File: src/design/flshc_pkg.sv
// Purpose: shared constants and types of the flash host controller
// Assumes: core_clk at 20 MHz, 16-bit flash data, 19-bit word address
// Notes: register map is the controller's own, reached over AXI4-Lite
package flshc_pkg;
  // ----------------------------------------------------------------
  // clock and timing
  // ----------------------------------------------------------------
  localparam int CLK_PERIOD_NS = 50; // core_clk period
  localparam int SETUP_NS = 50; // address and chip select before strobe
  localparam int STROBE_NS = 120; // write pulse or read access time
  localparam int HOLD_NS = 50; // hold after strobe
  localparam int RESET_LOW_NS = 100000; // reset/power-down low time
  localparam int RESET_REC_NS = 1000; // recovery after reset release
  // least times round up
  localparam int SETUP_CYC = (SETUP_NS + CLK_PERIOD_NS - 1) / CLK_PERIOD_NS;
  localparam int STROBE_CYC = (STROBE_NS + CLK_PERIOD_NS - 1) / CLK_PERIOD_NS;
  localparam int HOLD_CYC = (HOLD_NS + CLK_PERIOD_NS - 1) / CLK_PERIOD_NS;
  localparam int RESET_LOW_CYC = (RESET_LOW_NS + CLK_PERIOD_NS - 1) / CLK_PERIOD_NS;
  localparam int RESET_REC_CYC = (RESET_REC_NS + CLK_PERIOD_NS - 1) / CLK_PERIOD_NS;
  // ----------------------------------------------------------------
  // flash bus
  // ----------------------------------------------------------------
  localparam int FL_ADDR_W = 19;
  localparam int FL_DATA_W = 16;
  localparam logic [7:0] CMD_READ_ARRAY = 8'hff;
  localparam logic [7:0] CMD_READ_STATUS = 8'h70;
  localparam logic [7:0] CMD_CLEAR_STATUS = 8'h50;
  localparam logic [7:0] CMD_OTP_SETUP = 8'hc0;
  // flash status byte bit positions
  localparam int ST_READY = 7; // sequencer_ready_flag
  localparam int ST_ERASE_ERR = 5; // erase_unlock_error_flag
  localparam int ST_PROG_ERR = 4; // program_error_flag
  localparam int ST_SUPPLY_ERR = 3; // program_supply_error_flag
  localparam int ST_PROTECT = 1; // protect_detect_flag
  localparam logic [7:0] ST_ERR_MASK = 8'h3a;
  // pins driven toward the flash
  typedef struct packed {
    logic ceN;
    logic weN;
    logic oeN;
    logic [FL_ADDR_W-1:0] addr;
    logic [FL_DATA_W-1:0] dataOut;
    logic dataOe;
  } flshc_pins_t;
  // ----------------------------------------------------------------
  // register map (byte offsets)
  // ----------------------------------------------------------------
  localparam int AXI_ADDR_W = 5;
  localparam logic [4:0] REG_CTRL = 5'h00; // w: op code, r: busy
  localparam logic [4:0] REG_ADDR = 5'h04; // target word address
  localparam logic [4:0] REG_WDATA = 5'h08; // data word to program
  localparam logic [4:0] REG_STATUS = 5'h0c; // flash status and own state
  localparam logic [4:0] REG_RDATA = 5'h10; // last array word read
  localparam logic [4:0] REG_IRQ_STAT = 5'h14; // sticky events, w1c
  localparam logic [4:0] REG_IRQ_MASK = 5'h18; // event enables
  localparam int STS_BUSY = 8;
  localparam int STS_ERR_PEND = 9;
  localparam int STS_SUPPLY = 10;
  localparam int IRQ_W = 4;
  localparam int EV_DONE = 0;
  localparam int EV_ERROR = 1;
  localparam int EV_REFUSED = 2;
  localparam int EV_ABORTED = 3;
  localparam logic [1:0] RESP_OKAY = 2'h0;
  localparam logic [1:0] RESP_SLVERR = 2'h2;
  // operations software can order
  typedef enum logic [2:0] {
    OP_READ_ARRAY = 3'h1,
    OP_READ_STATUS = 3'h2,
    OP_CLEAR_STATUS = 3'h3,
    OP_OTP_PROGRAM = 3'h4,
    OP_RESET = 3'h5
  } flshc_op_t;
endpackage

File: src/design/flshc_top.sv
// Purpose: AXI4-Lite driven host controller for a parallel command flash
// Assumes: supplyGood and flash data synchronous to core_clk
// Notes: one flash operation at a time; orders while busy are refused
`timescale 1ns/1ps
// Notes on behaviour
// - after 70h read status, poll until ready (the read status op reads once; only otp program polls, without 70h)
// - otp program: c0h then data at target
// - clear status before retrying after an error
// - aborted operation must be reissued whole
// - reset/power-down follows the supply good signal
// - write ffh afterwards to restore read array
module flshc_top import flshc_pkg::*; #(
  parameter int RST_LOW_CYC = RESET_LOW_CYC,
  parameter int RST_REC_CYC = RESET_REC_CYC
) (
  input wire logic core_clk,
  input wire logic reset_n,
  input wire logic [AXI_ADDR_W-1:0] s_axi_awaddr,
  input wire logic s_axi_awvalid,
  output logic s_axi_awready,
  input wire logic [31:0] s_axi_wdata,
  input wire logic [3:0] s_axi_wstrb,
  input wire logic s_axi_wvalid,
  output logic s_axi_wready,
  output logic [1:0] s_axi_bresp,
  output logic s_axi_bvalid,
  input wire logic s_axi_bready,
  input wire logic [AXI_ADDR_W-1:0] s_axi_araddr,
  input wire logic s_axi_arvalid,
  output logic s_axi_arready,
  output logic [31:0] s_axi_rdata,
  output logic [1:0] s_axi_rresp,
  output logic s_axi_rvalid,
  input wire logic s_axi_rready,
  input wire logic supplyGood,
  input wire logic [FL_DATA_W-1:0] flashDataIn,
  output flshc_pins_t flashPins,
  output logic resetPowerdownN,
  output logic irq
);
  if (RST_LOW_CYC < 1 || RST_REC_CYC < 1 || RST_LOW_CYC > 65535 || RST_REC_CYC > 65535) begin : g_chk
    $error("reset counts out of range");
  end
  typedef enum logic [2:0] {S_IDLE, S_CMD, S_DATA, S_STAT, S_FF, S_ARRAY, S_RST_LOW, S_RST_REC} flshc_state_t;
  // ----------------------------------------------------------------
  // declarations
  // ----------------------------------------------------------------
  logic awHeld_ff, wHeld_ff; // write address / data taken
  logic [AXI_ADDR_W-1:0] awAddr_ff;
  logic [31:0] wData_ff;
  logic [3:0] wStrb_ff;
  logic regWrite; // both halves held, response free
  logic [FL_ADDR_W-1:0] addr_ff; // software target address
  logic [FL_DATA_W-1:0] wdata_ff; // software data word
  logic [7:0] flStatus_ff; // last flash status byte
  logic [FL_DATA_W-1:0] arrData_ff; // last array word
  logic [IRQ_W-1:0] irqStat_ff, irqMask_ff, irqSet, irqClr;
  logic errPend_ff; // error seen, clear status not yet issued
  flshc_state_t state_ff;
  flshc_op_t op_ff;
  logic issued_ff, cycStart_ff;
  logic [15:0] rstCnt_ff;
  logic cycDone;
  logic [FL_DATA_W-1:0] cycRdata;
  logic ctrlWrite, startOk;
  logic [7:0] cmdByte;
  logic busy;
  function automatic logic [31:0] merge(input logic [31:0] old, input logic [31:0] nw, input logic [3:0] be);
    logic [31:0] r;
    r = old;
    for (int i = 0; i < 4; i++) begin
      if (be[i]) begin
        r[i*8 +: 8] = nw[i*8 +: 8];
      end
    end
    return r;
  endfunction
  // ----------------------------------------------------------------
  // AXI4-Lite write channels
  // ----------------------------------------------------------------
  assign regWrite = awHeld_ff && wHeld_ff && !s_axi_bvalid;
  // address and data taken in either order; ready returns after response
  always_ff @(posedge core_clk) begin
    if (!reset_n) begin
      awHeld_ff <= 1'b0;
      wHeld_ff <= 1'b0;
      awAddr_ff <= '0;
      wData_ff <= 32'h0000_0000;
      wStrb_ff <= 4'h0;
      s_axi_awready <= 1'b1;
      s_axi_wready <= 1'b1;
      s_axi_bvalid <= 1'b0;
      s_axi_bresp <= RESP_OKAY;
    end else begin
      if (s_axi_awvalid && s_axi_awready) begin
        awHeld_ff <= 1'b1;
        awAddr_ff <= s_axi_awaddr;
        s_axi_awready <= 1'b0;
      end
      if (s_axi_wvalid && s_axi_wready) begin
        wHeld_ff <= 1'b1;
        wData_ff <= s_axi_wdata;
        wStrb_ff <= s_axi_wstrb;
        s_axi_wready <= 1'b0;
      end
      if (regWrite) begin
        awHeld_ff <= 1'b0;
        wHeld_ff <= 1'b0;
        s_axi_bvalid <= 1'b1;
        s_axi_bresp <= (awAddr_ff[4:2] > REG_IRQ_MASK[4:2]) ? RESP_SLVERR : RESP_OKAY;
      end else if (s_axi_bvalid && s_axi_bready) begin
        s_axi_bvalid <= 1'b0;
        s_axi_awready <= 1'b1;
        s_axi_wready <= 1'b1;
      end
    end
  end
  // ----------------------------------------------------------------
  // software registers
  // ----------------------------------------------------------------
  assign ctrlWrite = regWrite && awAddr_ff[4:2] == REG_CTRL[4:2] && wStrb_ff[0];
  always_ff @(posedge core_clk) begin
    if (!reset_n) begin
      addr_ff <= '0;
      wdata_ff <= '0;
      irqMask_ff <= '0;
    end else if (regWrite) begin
      unique case (awAddr_ff[4:2])
        REG_ADDR[4:2]: addr_ff <= FL_ADDR_W'(merge(32'(addr_ff), wData_ff, wStrb_ff));
        REG_WDATA[4:2]: wdata_ff <= FL_DATA_W'(merge(32'(wdata_ff), wData_ff, wStrb_ff));
        REG_IRQ_MASK[4:2]: irqMask_ff <= IRQ_W'(merge(32'(irqMask_ff), wData_ff, wStrb_ff));
        default: ; // control and w1c status are written elsewhere; others read-only or unmapped
      endcase
    end
  end
  assign irqClr = (regWrite && awAddr_ff[4:2] == REG_IRQ_STAT[4:2] && wStrb_ff[0]) ? wData_ff[IRQ_W-1:0] : '0;
  // sticky events; a new event beats a clear in the same cycle
  always_ff @(posedge core_clk) begin
    if (!reset_n) begin
      irqStat_ff <= '0;
      irq <= 1'b0;
    end else begin
      irqStat_ff <= (irqStat_ff & ~irqClr) | irqSet;
      irq <= |(((irqStat_ff & ~irqClr) | irqSet) & irqMask_ff);
    end
  end
  // read channel answers on the same edge that takes the address
  always_ff @(posedge core_clk) begin
    if (!reset_n) begin
      s_axi_arready <= 1'b1;
      s_axi_rvalid <= 1'b0;
      s_axi_rdata <= 32'h0000_0000;
      s_axi_rresp <= RESP_OKAY;
    end else if (s_axi_arvalid && s_axi_arready) begin
      s_axi_arready <= 1'b0;
      s_axi_rvalid <= 1'b1;
      s_axi_rresp <= RESP_OKAY;
      unique case (s_axi_araddr[4:2])
        REG_CTRL[4:2]: s_axi_rdata <= {31'h0, busy};
        REG_ADDR[4:2]: s_axi_rdata <= 32'(addr_ff);
        REG_WDATA[4:2]: s_axi_rdata <= 32'(wdata_ff);
        REG_STATUS[4:2]: s_axi_rdata <= {21'h0, supplyGood, errPend_ff, busy, flStatus_ff};
        REG_RDATA[4:2]: s_axi_rdata <= 32'(arrData_ff);
        REG_IRQ_STAT[4:2]: s_axi_rdata <= 32'(irqStat_ff);
        REG_IRQ_MASK[4:2]: s_axi_rdata <= 32'(irqMask_ff);
        default: begin
          s_axi_rdata <= 32'h0000_0000;
          s_axi_rresp <= RESP_SLVERR;
        end
      endcase
    end else if (s_axi_rvalid && s_axi_rready) begin
      s_axi_rvalid <= 1'b0;
      s_axi_arready <= 1'b1;
    end
  end
  // ----------------------------------------------------------------
  // operation sequencer
  // ----------------------------------------------------------------
  assign busy = state_ff != S_IDLE;
  // a modify order after an error is refused until clear status
  assign startOk = ctrlWrite && !busy && supplyGood && wData_ff[2:0] >= OP_READ_ARRAY && wData_ff[2:0] <= OP_RESET
    && !(wData_ff[2:0] == OP_OTP_PROGRAM && errPend_ff);
  always_comb begin
    unique case (op_ff)
      OP_READ_STATUS: cmdByte = CMD_READ_STATUS;
      OP_CLEAR_STATUS: cmdByte = CMD_CLEAR_STATUS;
      OP_OTP_PROGRAM: cmdByte = CMD_OTP_SETUP;
      default: cmdByte = CMD_READ_ARRAY;
    endcase
    if (state_ff == S_FF) begin
      cmdByte = CMD_READ_ARRAY;
    end
    irqSet = '0;
    irqSet[EV_REFUSED] = ctrlWrite && !startOk;
    // supply loss mid-operation: software must redo the whole sequence
    irqSet[EV_ABORTED] = !supplyGood && busy && state_ff != S_RST_LOW && state_ff != S_RST_REC;
    irqSet[EV_DONE] = cycDone && (state_ff == S_ARRAY || state_ff == S_FF
      || (state_ff == S_CMD && op_ff == OP_CLEAR_STATUS)
      || (state_ff == S_STAT && op_ff == OP_READ_STATUS)) || (state_ff == S_RST_REC && rstCnt_ff == 16'h0000);
    irqSet[EV_ERROR] = cycDone && state_ff == S_STAT && cycRdata[ST_READY] && |(cycRdata[7:0] & ST_ERR_MASK);
  end
  always_ff @(posedge core_clk) begin
    cycStart_ff <= 1'b0;
    if (!reset_n) begin
      state_ff <= S_RST_LOW;
      op_ff <= OP_RESET;
      issued_ff <= 1'b0;
      rstCnt_ff <= 16'(RST_LOW_CYC - 1);
      resetPowerdownN <= 1'b0;
    end else if (!supplyGood) begin
      // hold the flash in reset while the supply is not good
      state_ff <= S_RST_LOW;
      issued_ff <= 1'b0;
      rstCnt_ff <= 16'(RST_LOW_CYC - 1);
      resetPowerdownN <= 1'b0;
    end else if (startOk) begin
      op_ff <= flshc_op_t'(wData_ff[2:0]);
      if (wData_ff[2:0] == OP_RESET) begin
        state_ff <= S_RST_LOW;
        rstCnt_ff <= 16'(RST_LOW_CYC - 1);
        resetPowerdownN <= 1'b0;
      end else begin
        state_ff <= S_CMD;
      end
    end else begin
      unique case (state_ff)
        S_IDLE: ;
        S_RST_LOW: begin
          if (rstCnt_ff == 16'h0000) begin
            state_ff <= S_RST_REC;
            rstCnt_ff <= 16'(RST_REC_CYC - 1);
            resetPowerdownN <= 1'b1;
          end else begin
            rstCnt_ff <= rstCnt_ff - 16'h0001;
          end
        end
        S_RST_REC: begin
          if (rstCnt_ff == 16'h0000) begin
            state_ff <= S_IDLE;
          end else begin
            rstCnt_ff <= rstCnt_ff - 16'h0001;
          end
        end
        default: begin
          // bus states: issue one cycle, wait for it, then move on
          if (!issued_ff) begin
            cycStart_ff <= 1'b1;
            issued_ff <= 1'b1;
          end else if (cycDone) begin
            issued_ff <= 1'b0;
            unique case (state_ff)
              S_CMD: begin
                unique case (op_ff)
                  OP_READ_STATUS: state_ff <= S_STAT;
                  OP_OTP_PROGRAM: state_ff <= S_DATA;
                  OP_READ_ARRAY: state_ff <= S_ARRAY;
                  default: state_ff <= S_IDLE;
                endcase
              end
              S_DATA: state_ff <= S_STAT;
              // otp program keeps reading status until the ready bit is one; read status reads once
              S_STAT: state_ff <= (op_ff != OP_OTP_PROGRAM) ? S_IDLE :
                (cycRdata[ST_READY] ? S_FF : S_STAT);
              default: state_ff <= S_IDLE;
            endcase
          end
        end
      endcase
    end
  end
  // captured flash state
  always_ff @(posedge core_clk) begin
    if (!reset_n) begin
      flStatus_ff <= 8'h00;
      arrData_ff <= '0;
      errPend_ff <= 1'b0;
    end else if (cycDone && state_ff == S_STAT) begin
      flStatus_ff <= cycRdata[7:0];
      errPend_ff <= errPend_ff || (cycRdata[ST_READY] && |(cycRdata[7:0] & ST_ERR_MASK));
    end else if (cycDone && state_ff == S_ARRAY) begin
      arrData_ff <= cycRdata;
    end else if (cycDone && state_ff == S_CMD && op_ff == OP_CLEAR_STATUS) begin
      errPend_ff <= 1'b0;
    end
  end
  flshc_bus_cycle u_cycle (
    .core_clk(core_clk),
    .reset_n(reset_n),
    .start(cycStart_ff),
    .isWrite(state_ff == S_CMD || state_ff == S_DATA || state_ff == S_FF),
    .abort(!supplyGood),
    .addr((state_ff == S_DATA || state_ff == S_ARRAY) ? addr_ff : '0),
    .wdata((state_ff == S_DATA) ? wdata_ff : {8'h00, cmdByte}),
    .dataIn(flashDataIn),
    .pins(flashPins),
    .done(cycDone),
    .rdata(cycRdata)
  );
  // ----------------------------------------------------------------
  // checks
  // ----------------------------------------------------------------
  setup_then_data_a: assert property (@(posedge core_clk) disable iff (!reset_n || !supplyGood)
    state_ff == S_CMD && op_ff == OP_OTP_PROGRAM && cycDone |=> state_ff == S_DATA)
    else $error("otp setup not followed by data write");
  poll_busy_a: assert property (@(posedge core_clk) disable iff (!reset_n || !supplyGood)
    state_ff == S_STAT && op_ff == OP_OTP_PROGRAM && cycDone && !cycRdata[ST_READY] |=> state_ff == S_STAT)
    else $error("polling stopped while busy");
  ready_exit_a: assert property (@(posedge core_clk) disable iff (!reset_n || !supplyGood)
    state_ff == S_STAT && op_ff == OP_OTP_PROGRAM && cycDone && cycRdata[ST_READY] |=> state_ff == S_FF)
    else $error("ready status not acted on");
  restore_read_a: assert property (@(posedge core_clk) disable iff (!reset_n)
    cycStart_ff && state_ff == S_FF |=> flashPins.dataOut == FL_DATA_W'(CMD_READ_ARRAY))
    else $error("read array restore used wrong code");
  retry_blocked_a: assert property (@(posedge core_clk) disable iff (!reset_n)
    ctrlWrite && !busy && errPend_ff && wData_ff[2:0] == OP_OTP_PROGRAM |=> !busy && irqStat_ff[EV_REFUSED])
    else $error("modify started with error pending");
  supply_reset_a: assert property (@(posedge core_clk) disable iff (!reset_n)
    !supplyGood |=> !resetPowerdownN && flashPins.weN)
    else $error("flash not held in reset on supply loss");
  abort_flag_a: assert property (@(posedge core_clk) disable iff (!reset_n)
    !supplyGood && (state_ff == S_DATA || state_ff == S_STAT) |=> irqStat_ff[EV_ABORTED] && state_ff == S_RST_LOW)
    else $error("aborted operation not reported");
endmodule

File: src/design/flshc_bus_cycle.sv
// Purpose: one timed write or read cycle on the flash pins
// Assumes: flash data input synchronous to core_clk
// Notes: chip select is low only inside a cycle, so the flash idles in standby
`timescale 1ns/1ps
module flshc_bus_cycle import flshc_pkg::*; #(
  parameter int SU_CYC = SETUP_CYC,
  parameter int ST_CYC = STROBE_CYC,
  parameter int HO_CYC = HOLD_CYC
) (
  input wire logic core_clk,
  input wire logic reset_n,
  input wire logic start, // one-cycle request
  input wire logic isWrite,
  input wire logic abort, // drop the cycle at once
  input wire logic [FL_ADDR_W-1:0] addr,
  input wire logic [FL_DATA_W-1:0] wdata,
  input wire logic [FL_DATA_W-1:0] dataIn,
  output flshc_pins_t pins,
  output logic done, // one-cycle pulse
  output logic [FL_DATA_W-1:0] rdata
);
  // ----------------------------------------------------------------
  // elaboration checks
  // ----------------------------------------------------------------
  if (SU_CYC < 1 || ST_CYC < 1 || HO_CYC < 1 || SU_CYC > 256 || ST_CYC > 256 || HO_CYC > 256) begin : g_chk
    $error("bus cycle phase counts out of range");
  end
  typedef enum logic [1:0] {PH_IDLE, PH_SETUP, PH_STROBE, PH_HOLD} flshc_phase_t;
  flshc_phase_t phase_ff; // current phase
  logic [7:0] cnt_ff; // cycles left in phase
  logic wr_ff; // cycle kind
  // ----------------------------------------------------------------
  // phase sequencing and pins
  // ----------------------------------------------------------------
  always_ff @(posedge core_clk) begin
    done <= 1'b0;
    if (!reset_n || abort) begin
      phase_ff <= PH_IDLE;
      cnt_ff <= 8'h00;
      wr_ff <= 1'b0;
      pins <= '{ceN: 1'b1, weN: 1'b1, oeN: 1'b1, addr: '0, dataOut: '0, dataOe: 1'b0};
      rdata <= '0;
    end else begin
      unique case (phase_ff)
        PH_IDLE: begin
          if (start) begin
            // address, select and data first; strobe comes later
            phase_ff <= PH_SETUP;
            cnt_ff <= 8'(SU_CYC - 1);
            wr_ff <= isWrite;
            pins.ceN <= 1'b0;
            pins.addr <= addr;
            pins.dataOut <= wdata;
            pins.dataOe <= isWrite;
          end
        end
        PH_SETUP: begin
          if (cnt_ff == 8'h00) begin
            phase_ff <= PH_STROBE;
            cnt_ff <= 8'(ST_CYC - 1);
            pins.weN <= !wr_ff;
            pins.oeN <= wr_ff;
          end else begin
            cnt_ff <= cnt_ff - 8'h01;
          end
        end
        PH_STROBE: begin
          if (cnt_ff == 8'h00) begin
            // sample at the end of the access time
            phase_ff <= PH_HOLD;
            cnt_ff <= 8'(HO_CYC - 1);
            pins.weN <= 1'b1;
            pins.oeN <= 1'b1;
            if (!wr_ff) begin
              rdata <= dataIn;
            end
          end else begin
            cnt_ff <= cnt_ff - 8'h01;
          end
        end
        PH_HOLD: begin
          if (cnt_ff == 8'h00) begin
            // release the bus so other memories may use it
            phase_ff <= PH_IDLE;
            pins.ceN <= 1'b1;
            pins.dataOe <= 1'b0;
            done <= 1'b1;
          end else begin
            cnt_ff <= cnt_ff - 8'h01;
          end
        end
      endcase
    end
  end
  // a command write always has data driven under the write strobe
  cmd_data_driven_a: assert property (@(posedge core_clk) disable iff (!reset_n)
    !pins.weN |-> pins.dataOe && !pins.ceN) else $error("write strobe without data");
endmodule

File: config.mk
export PLATFORM = sky130hd
export DESIGN_NAME = flshc_top
export DESIGN_NICKNAME = d
export VERILOG_FILES = /design/src/design/flshc_pkg.sv /design/src/design/flshc_top.sv /design/src/design/flshc_bus_cycle.sv
export SDC_FILE = /design/constraint.sdc
export NUM_CORES = 1
export LEC_CHECK = 0
export ABC_CLOCK_PERIOD_IN_PS = 2640
export BUFFER_PORTS_ARGS = -buffer_cell sky130_fd_sc_hd__buf_2
export CAP_MARGIN = 10
export CORE_ASPECT_RATIO = 1.5
export CORE_UTILIZATION = 52
export DETAILED_ROUTE_END_ITERATION = 12
export PLACE_DENSITY = 0.74
export SLEW_MARGIN = 20
export SYNTH_ARGS = -nofsm -noshare
export SYNTH_HDL_FRONTEND = slang
export SYNTH_SLANG_ARGS = --single-unit
export TNS_END_PERCENT = 10
File: constraint.sdc
create_clock -name core_clk -period 2.64 [get_ports core_clk]
set_input_delay 0.396 -clock core_clk [delete_from_list [all_inputs] [get_ports core_clk]]
set_output_delay 0.396 -clock core_clk [all_outputs]
set_load 0.005 [all_outputs]
==> results.cfg, run 1 <==
[synthesis]
synth.most_common_cell = nand2_1
synth-async-reset-ratio = 0
ys_top_cells_by_area = dfxtp_1, nand2_1, a21boi_0
syn_area_per_cell_um2 = 8.50
synth-seq-area-share = 0.452
ys_warn_count = 0
synth_cell_type_count = 73
synth-edff-count = 0
syn-cell-area_um2 = 9470
netlist_instances = 1115
ys.flop_type = dfxtp_1
ys_ff_latch = 214
yosysTopAreaCell = dfxtp_1
synthTopCellsByCount = nand2_1, dfxtp_1, a21boi_0
yosys.area.top_type_share = 0.452

[timing]
slew_viol_final = 0
finalSetupTns_ps = 0
finalCritPeriodShare = 0.884
hold_viol = 0
rsz0062_at_grt = false
report.final.setup_viol = 0
finalWorstPathRequiredPeriod_ps = 2330
whs_ps = 93.5
relSlewSlack = 0.437
timing.fmax_mhz = 429
skew_ps = 9.57
worst_pin_slew_ps = 845

[pwr]
pwr-share-seq = 0.491
irDropWorstVdd_mv = 0.504
combPwrFrac = 0.044
swShare = 0.224
leakage_nw = 4.12
intPower_mw = 5.24
power.switching_mw = 1.52
clkPwrFrac = 0.465
powerDensity_nw_per_um2 = 618

[floorplanning]
start_util = 0.530
dieArea_um2 = 18800
fp.dieH_um = 167
core_area_um2 = 17900
row_count = 60
die_x_um = 112
ios = 152

[grt]
grt_antenna_before_repair = 0
grtUsageTotal = 0.268
grt_pass1_wl_um = 40100
grt_max_degree = 126
grt_pass1_vias = 7866
overflow = 0

[routing]
postRouteAntennaNets = 0
drt_pass1_iterations = 9
wl_um = 25300
drt-vias-per-instance = 5.76
drcViolationCount = 4
wl_per_cell_um = 17.6
drtIter0Drc = 631
vias = 8290

[layout]
area_growth_pct = 15.4
fillerInstances = 1590
n_antenna_cell = 0
final_util = 0.612
drive_gt1_frac = 0.168
nets = 1286

[hold_path]
hp-class = in2reg
min_from = s_axi_wvalid
min_to = s_axi_wready
worstHoldPathCells = 2

[job]
maxCapViolCount = 0

[worst_setup_path]
crit_family = simple AND/OR/NAND/NOR gates
r2r_cells = 7
crit_type = reg2reg
cp-end-kind = flop
cp_slowest_cell = or4b_1
critical-path-max-stage-delay_ps = 440
r2r-end = rstCnt_ff[5]
crit_top_cell = a21oi_1
crit_path_start_kind = flop
cp_max_fo = 12
path_buf_inv = 1
r2r_slack_ps = 310
reg2reg_from = awAddr_ff[4]
crit_chain = nand4bb_1 -> nor3_2 -> nand4_1 -> a21oi_1 -> buf_4 -> or4b_1 -> a21oi_1
critPathRequiredTime_ps = 3070
startpoint = awAddr_ff[4]
cp.arrival_ps = 2760

[clock_tree]
clkTransAtPathRegs_ps = 60
postCtsSetupRepairBufs = 0
postCtsHoldBufs = 0
worstSkewPairLatency_ps = 510
ctsRootBufferMaster = clkbuf_16
cts_tree = yes
cts_buffers = 22
cts.sinks = 214
h-tree-depth = 1
clock_path_buffers = 3
cts_resized = 0

[outcome]
run_status = finished, violations left
violations = design-rule violations

[placed_design]
dp_hpwl_um = 18100
portBuffers = 118
routabilityCongestion = 0.942
[sequential cells by signal, summed over array words and instances (netlist names), 3 cells and up]
name	cells
wdata_ff	16
u_cycle.cnt_ff	8
addr_ff	19
op_ff	3
wStrb_ff	3
awAddr_ff	3
rstCnt_ff	16
u_cycle.rdata	16
flStatus_ff	8
u_cycle.pins	39
arrData_ff	16
wData_ff	19
s_axi_rdata	19
state_ff	3
irqStat_ff	4
irqMask_ff	4
[final cells by class]
cell class              count  area [um2]  area share
repair buffers            145         806      0.0737
clock buffers              28         614      0.0562
clock inverters            12         120      0.0110
inverters                  16        60.1     0.00549
multi-input cells         808        4780       0.437
flip-flops and latches    214        4280       0.392
well taps                 217         272      0.0248
[per-layer routing]
layer | global-route usage | up-vias | share of wire | wire (um)
li1 | - | 4056 | - | -
met3 | 0.0423 | 74 | 0.052 | 1320
met4 | 0.148 | 0 | 0.053 | 1350
met1 | 0.295 | 3901 | 0.39 | 9750
met5 | 0 | - | 0 | 0
met2 | 0.486 | 259 | 0.51 | 12900
[power groups by stage]
stage	combinational, mW	clock (mW)	sequential, mW
2_1_floorplan	0.204	0	3.37
3_3_place_gp	0.292	0	3.39
3_5_place_dp	0.295	0	3.39
4_1_cts	0.297	3.19	3.31
5_1_grt	0.330	3.30	3.32
6_report	0.299	3.14	3.32
[kinds of logic after synthesis]
kind of cell,count (synthesis),share of synthesized area
compound gates,281,0.206
other cells,1,0.000396
mux,33,0.0364
xor+xnor,13,0.0120
simple gates,457,0.230
fa+ha+maj,9,0.0119
buf+inv,107,0.0511
flops,214,0.452
[how the worst max path moves through the flow]
stage	to	slack, ps	depth (start not counted)
CTS	rstCnt_ff[5]	340	7
finish	rstCnt_ff[5]	310	7
floorplan	u_cycle.cnt_ff[1]	650	6
global placement	u_cycle.rdata[13]	430	5
global route	rstCnt_ff[5]	180	7
detailed placement	rstCnt_ff[5]	380	7
[layout by cell type (no fill, tap or decap), types with 36 or more instances in the layout]
cell / n
dfxtp_1: 214
nand2_1: 220
nand3_1: 58
a21oi_1: 62
nor2b_1: 38
o21ai_0: 36
nor2_1: 63
a21boi_0: 78
buf_2: 118
a22oi_1: 40
[per-stage QoR]
step	setup slack [ps]	cells	total power, mW	instance area, um2
final	306	1440	6.76	10900
after global routing	175	1440	6.95	10900
after CTS	339	1440	6.80	10900
after detailed placement	375	1400	3.68	10200
after global placement	427	1400	3.68	10200
after floorplan	646	1129	3.58	9530
Power figures use the tool's default switching activity.
==> inputs of run 2 (changes only) <==
--- a/config.mk
+++ b/config.mk
@@ -11,2 +11,3 @@
 export CORE_ASPECT_RATIO = 1.5
+export CORE_MARGIN = 3
 export CORE_UTILIZATION = 52
--- a/constraint.sdc
+++ b/constraint.sdc
@@ -3,2 +3,2 @@
 set_output_delay 0.396 -clock core_clk [all_outputs]
-set_load 0.005 [all_outputs]
+set_load 0.1 [all_outputs]
==> run 2 against run 1 <==
  * The flow now finishes without violations
  * Clock-buffer cell count up 3
  * Clock skew increased by 1.9 ps
  * Sequential power is essentially flat
  * Register-to-register slack better by 40 ps
  * Non-clock buffer count grew 8
  * Maximum frequency up 1.7%
  * Die area rose by 6.0%
  * Cell area about the same
  * Global-route usage down 1.4 points
  * Hold slack gained 16 ps
  * Utilization is 0.73 points higher
  * Clock power shrank 7.6%
==> results.cfg, run 2 (synthesis results as in run 1) <==
[outcome]
run_status = completed

[floorplanning]
ios = 152
die_x_um = 116
row_count = 59
start_util = 0.537
core_area_um2 = 17600
fp.dieH_um = 171
dieArea_um2 = 19900

[worst_setup_path]
cp_slowest_cell = or4b_1
crit_family = simple AND/OR/NAND/NOR gates
cp.arrival_ps = 2720
crit_chain = nand4bb_1 -> nor3_2 -> nand4_1 -> a21oi_1 -> buf_4 -> or4b_1 -> a21oi_1
cp_max_fo = 8
crit_top_cell = a21oi_1
critical-path-max-stage-delay_ps = 430
path_buf_inv = 1
startpoint = s_axi_bvalid
r2r-end = rstCnt_ff[5]
reg2reg_from = s_axi_bvalid
crit_path_start_kind = flop
crit_type = reg2reg
r2r_cells = 7
r2r_slack_ps = 340
cp-end-kind = flop
critPathRequiredTime_ps = 3070

[grt]
grt_pass1_wl_um = 40400
grtUsageTotal = 0.254
overflow = 0
busiest_layer = met2
grtUsageMet3 = 0.0334
grt_pass1_vias = 7888
grt_util_met2 = 0.463
grt_use_met1 = 0.299
grt_max_degree = 127
grt_antenna_before_repair = 0

[layout]
area_growth_pct = 15.3
final_util = 0.619
nets = 1294
final_common_cell = nand2_1
drive_gt1_frac = 0.169
n_antenna_cell = 0
largest_reg_flops = 39
final_cell_mix = nand2_1, dfxtp_1, buf_2
regMostFlops = u_cycle.pins

[placed_design]
routabilityCongestion = 0.941
portBuffers = 118
dp_hpwl_um = 18800

[timing]
report.final.setup_viol = 0
timing.fmax_mhz = 436
finalCritPeriodShare = 0.869
finalSetupTns_ps = 0
finalWorstPathRequiredPeriod_ps = 2300
rsz0062_at_grt = false
relSlewSlack = 0.457
hold_viol = 0
skew_ps = 11.5
slew_viol_final = 0
worst_pin_slew_ps = 813

[clock_tree]
h-tree-depth = 1
clock_path_buffers = 3
cts_buffers = 22
clkTransAtPathRegs_ps = 60
cts_resized = 0
ctsRootBufferMaster = clkbuf_16
cts.sinks = 214
worstSkewPairLatency_ps = 500
postCtsSetupRepairBufs = 0
postCtsHoldBufs = 0
cts_tree = yes

[hold_path]
worstHoldPathCells = 2
hp-class = in2reg
min_to = s_axi_wready
min_from = s_axi_wvalid

[job]
maxCapViolCount = 0

[pwr]
leakage_nw = 4.13
powerDensity_nw_per_um2 = 616
irDropWorstVdd_mv = 0.477

[routing]
drt_pass1_iterations = 5
postRouteAntennaNets = 0
drtIter0Drc = 569
drt-vias-per-instance = 5.76
vias = 8292
wl_um = 25600
drcViolationCount = 0
wl_per_cell_um = 17.8
==> run 2: cell types whose count changed in the layout (fill, tap and decap cells not counted), sizes merged <==
| cell | before | now |
|---|---|---|
| buf | 145 | 153 |
| clkbuf | 28 | 31 |
| clkinvlp | 4 | 1 |
| bufinv | 2 | 0 |
| clkinv | 6 | 4 |
==> run 2: per-layer routing <==
layer | vias to the layer above | share of wire
met3 | 63 | 0.042
met4 | 0 | 0.039
met2 | 246 | 0.52
li1 | 4074 | -
met1 | 3909 | 0.40
met5 | - | 0
==> run 2: where the power goes <==
part           internal (mW)  switching (mW)  total (mW)
combinational          0.125           0.390       0.515
sequential              3.27          0.0422        3.31
clock                   1.67            1.23        2.90
==> run 2: stage by stage <==
stage / hold slack [ps] / setup WS [ps] / total power, mW / std cells / instance area [um2]
4_1_cts: 96.0 / 353 / 6.78 / 1440 / 10900
3_5_place_dp: 434 / 377 / 3.90 / 1404 / 10300
2_1_floorplan: 418 / 205 / 3.79 / 1129 / 9530
3_3_place_gp: 432 / 397 / 3.89 / 1404 / 10300
6_report: 109 / 345 / 6.73 / 1440 / 10900
5_1_grt: 117 / 84.2 / 6.95 / 1440 / 10900
==> run 2: final cells by class <==
cell class	count	area, um2
Fill cell	1571	6720
Tap cell	213	267
Clock buffer	31	636
Timing Repair Buffer	153	866
Sequential cell	214	4280
Clock inverter	5	35.0
Multi-Input combinational cell	808	4780
Inverter	16	60.1
==> run 2: how the worst max path moves through the flow <==
stage	slack, ps	endpoint	depth (start not counted)
after floorplan	200	rstCnt_ff[3]	7
after global placement	400	rstCnt_ff[5]	7
after detailed placement	380	rstCnt_ff[5]	7
after CTS	350	rstCnt_ff[5]	7
after global routing	80	rstCnt_ff[5]	7
final	340	rstCnt_ff[5]	7
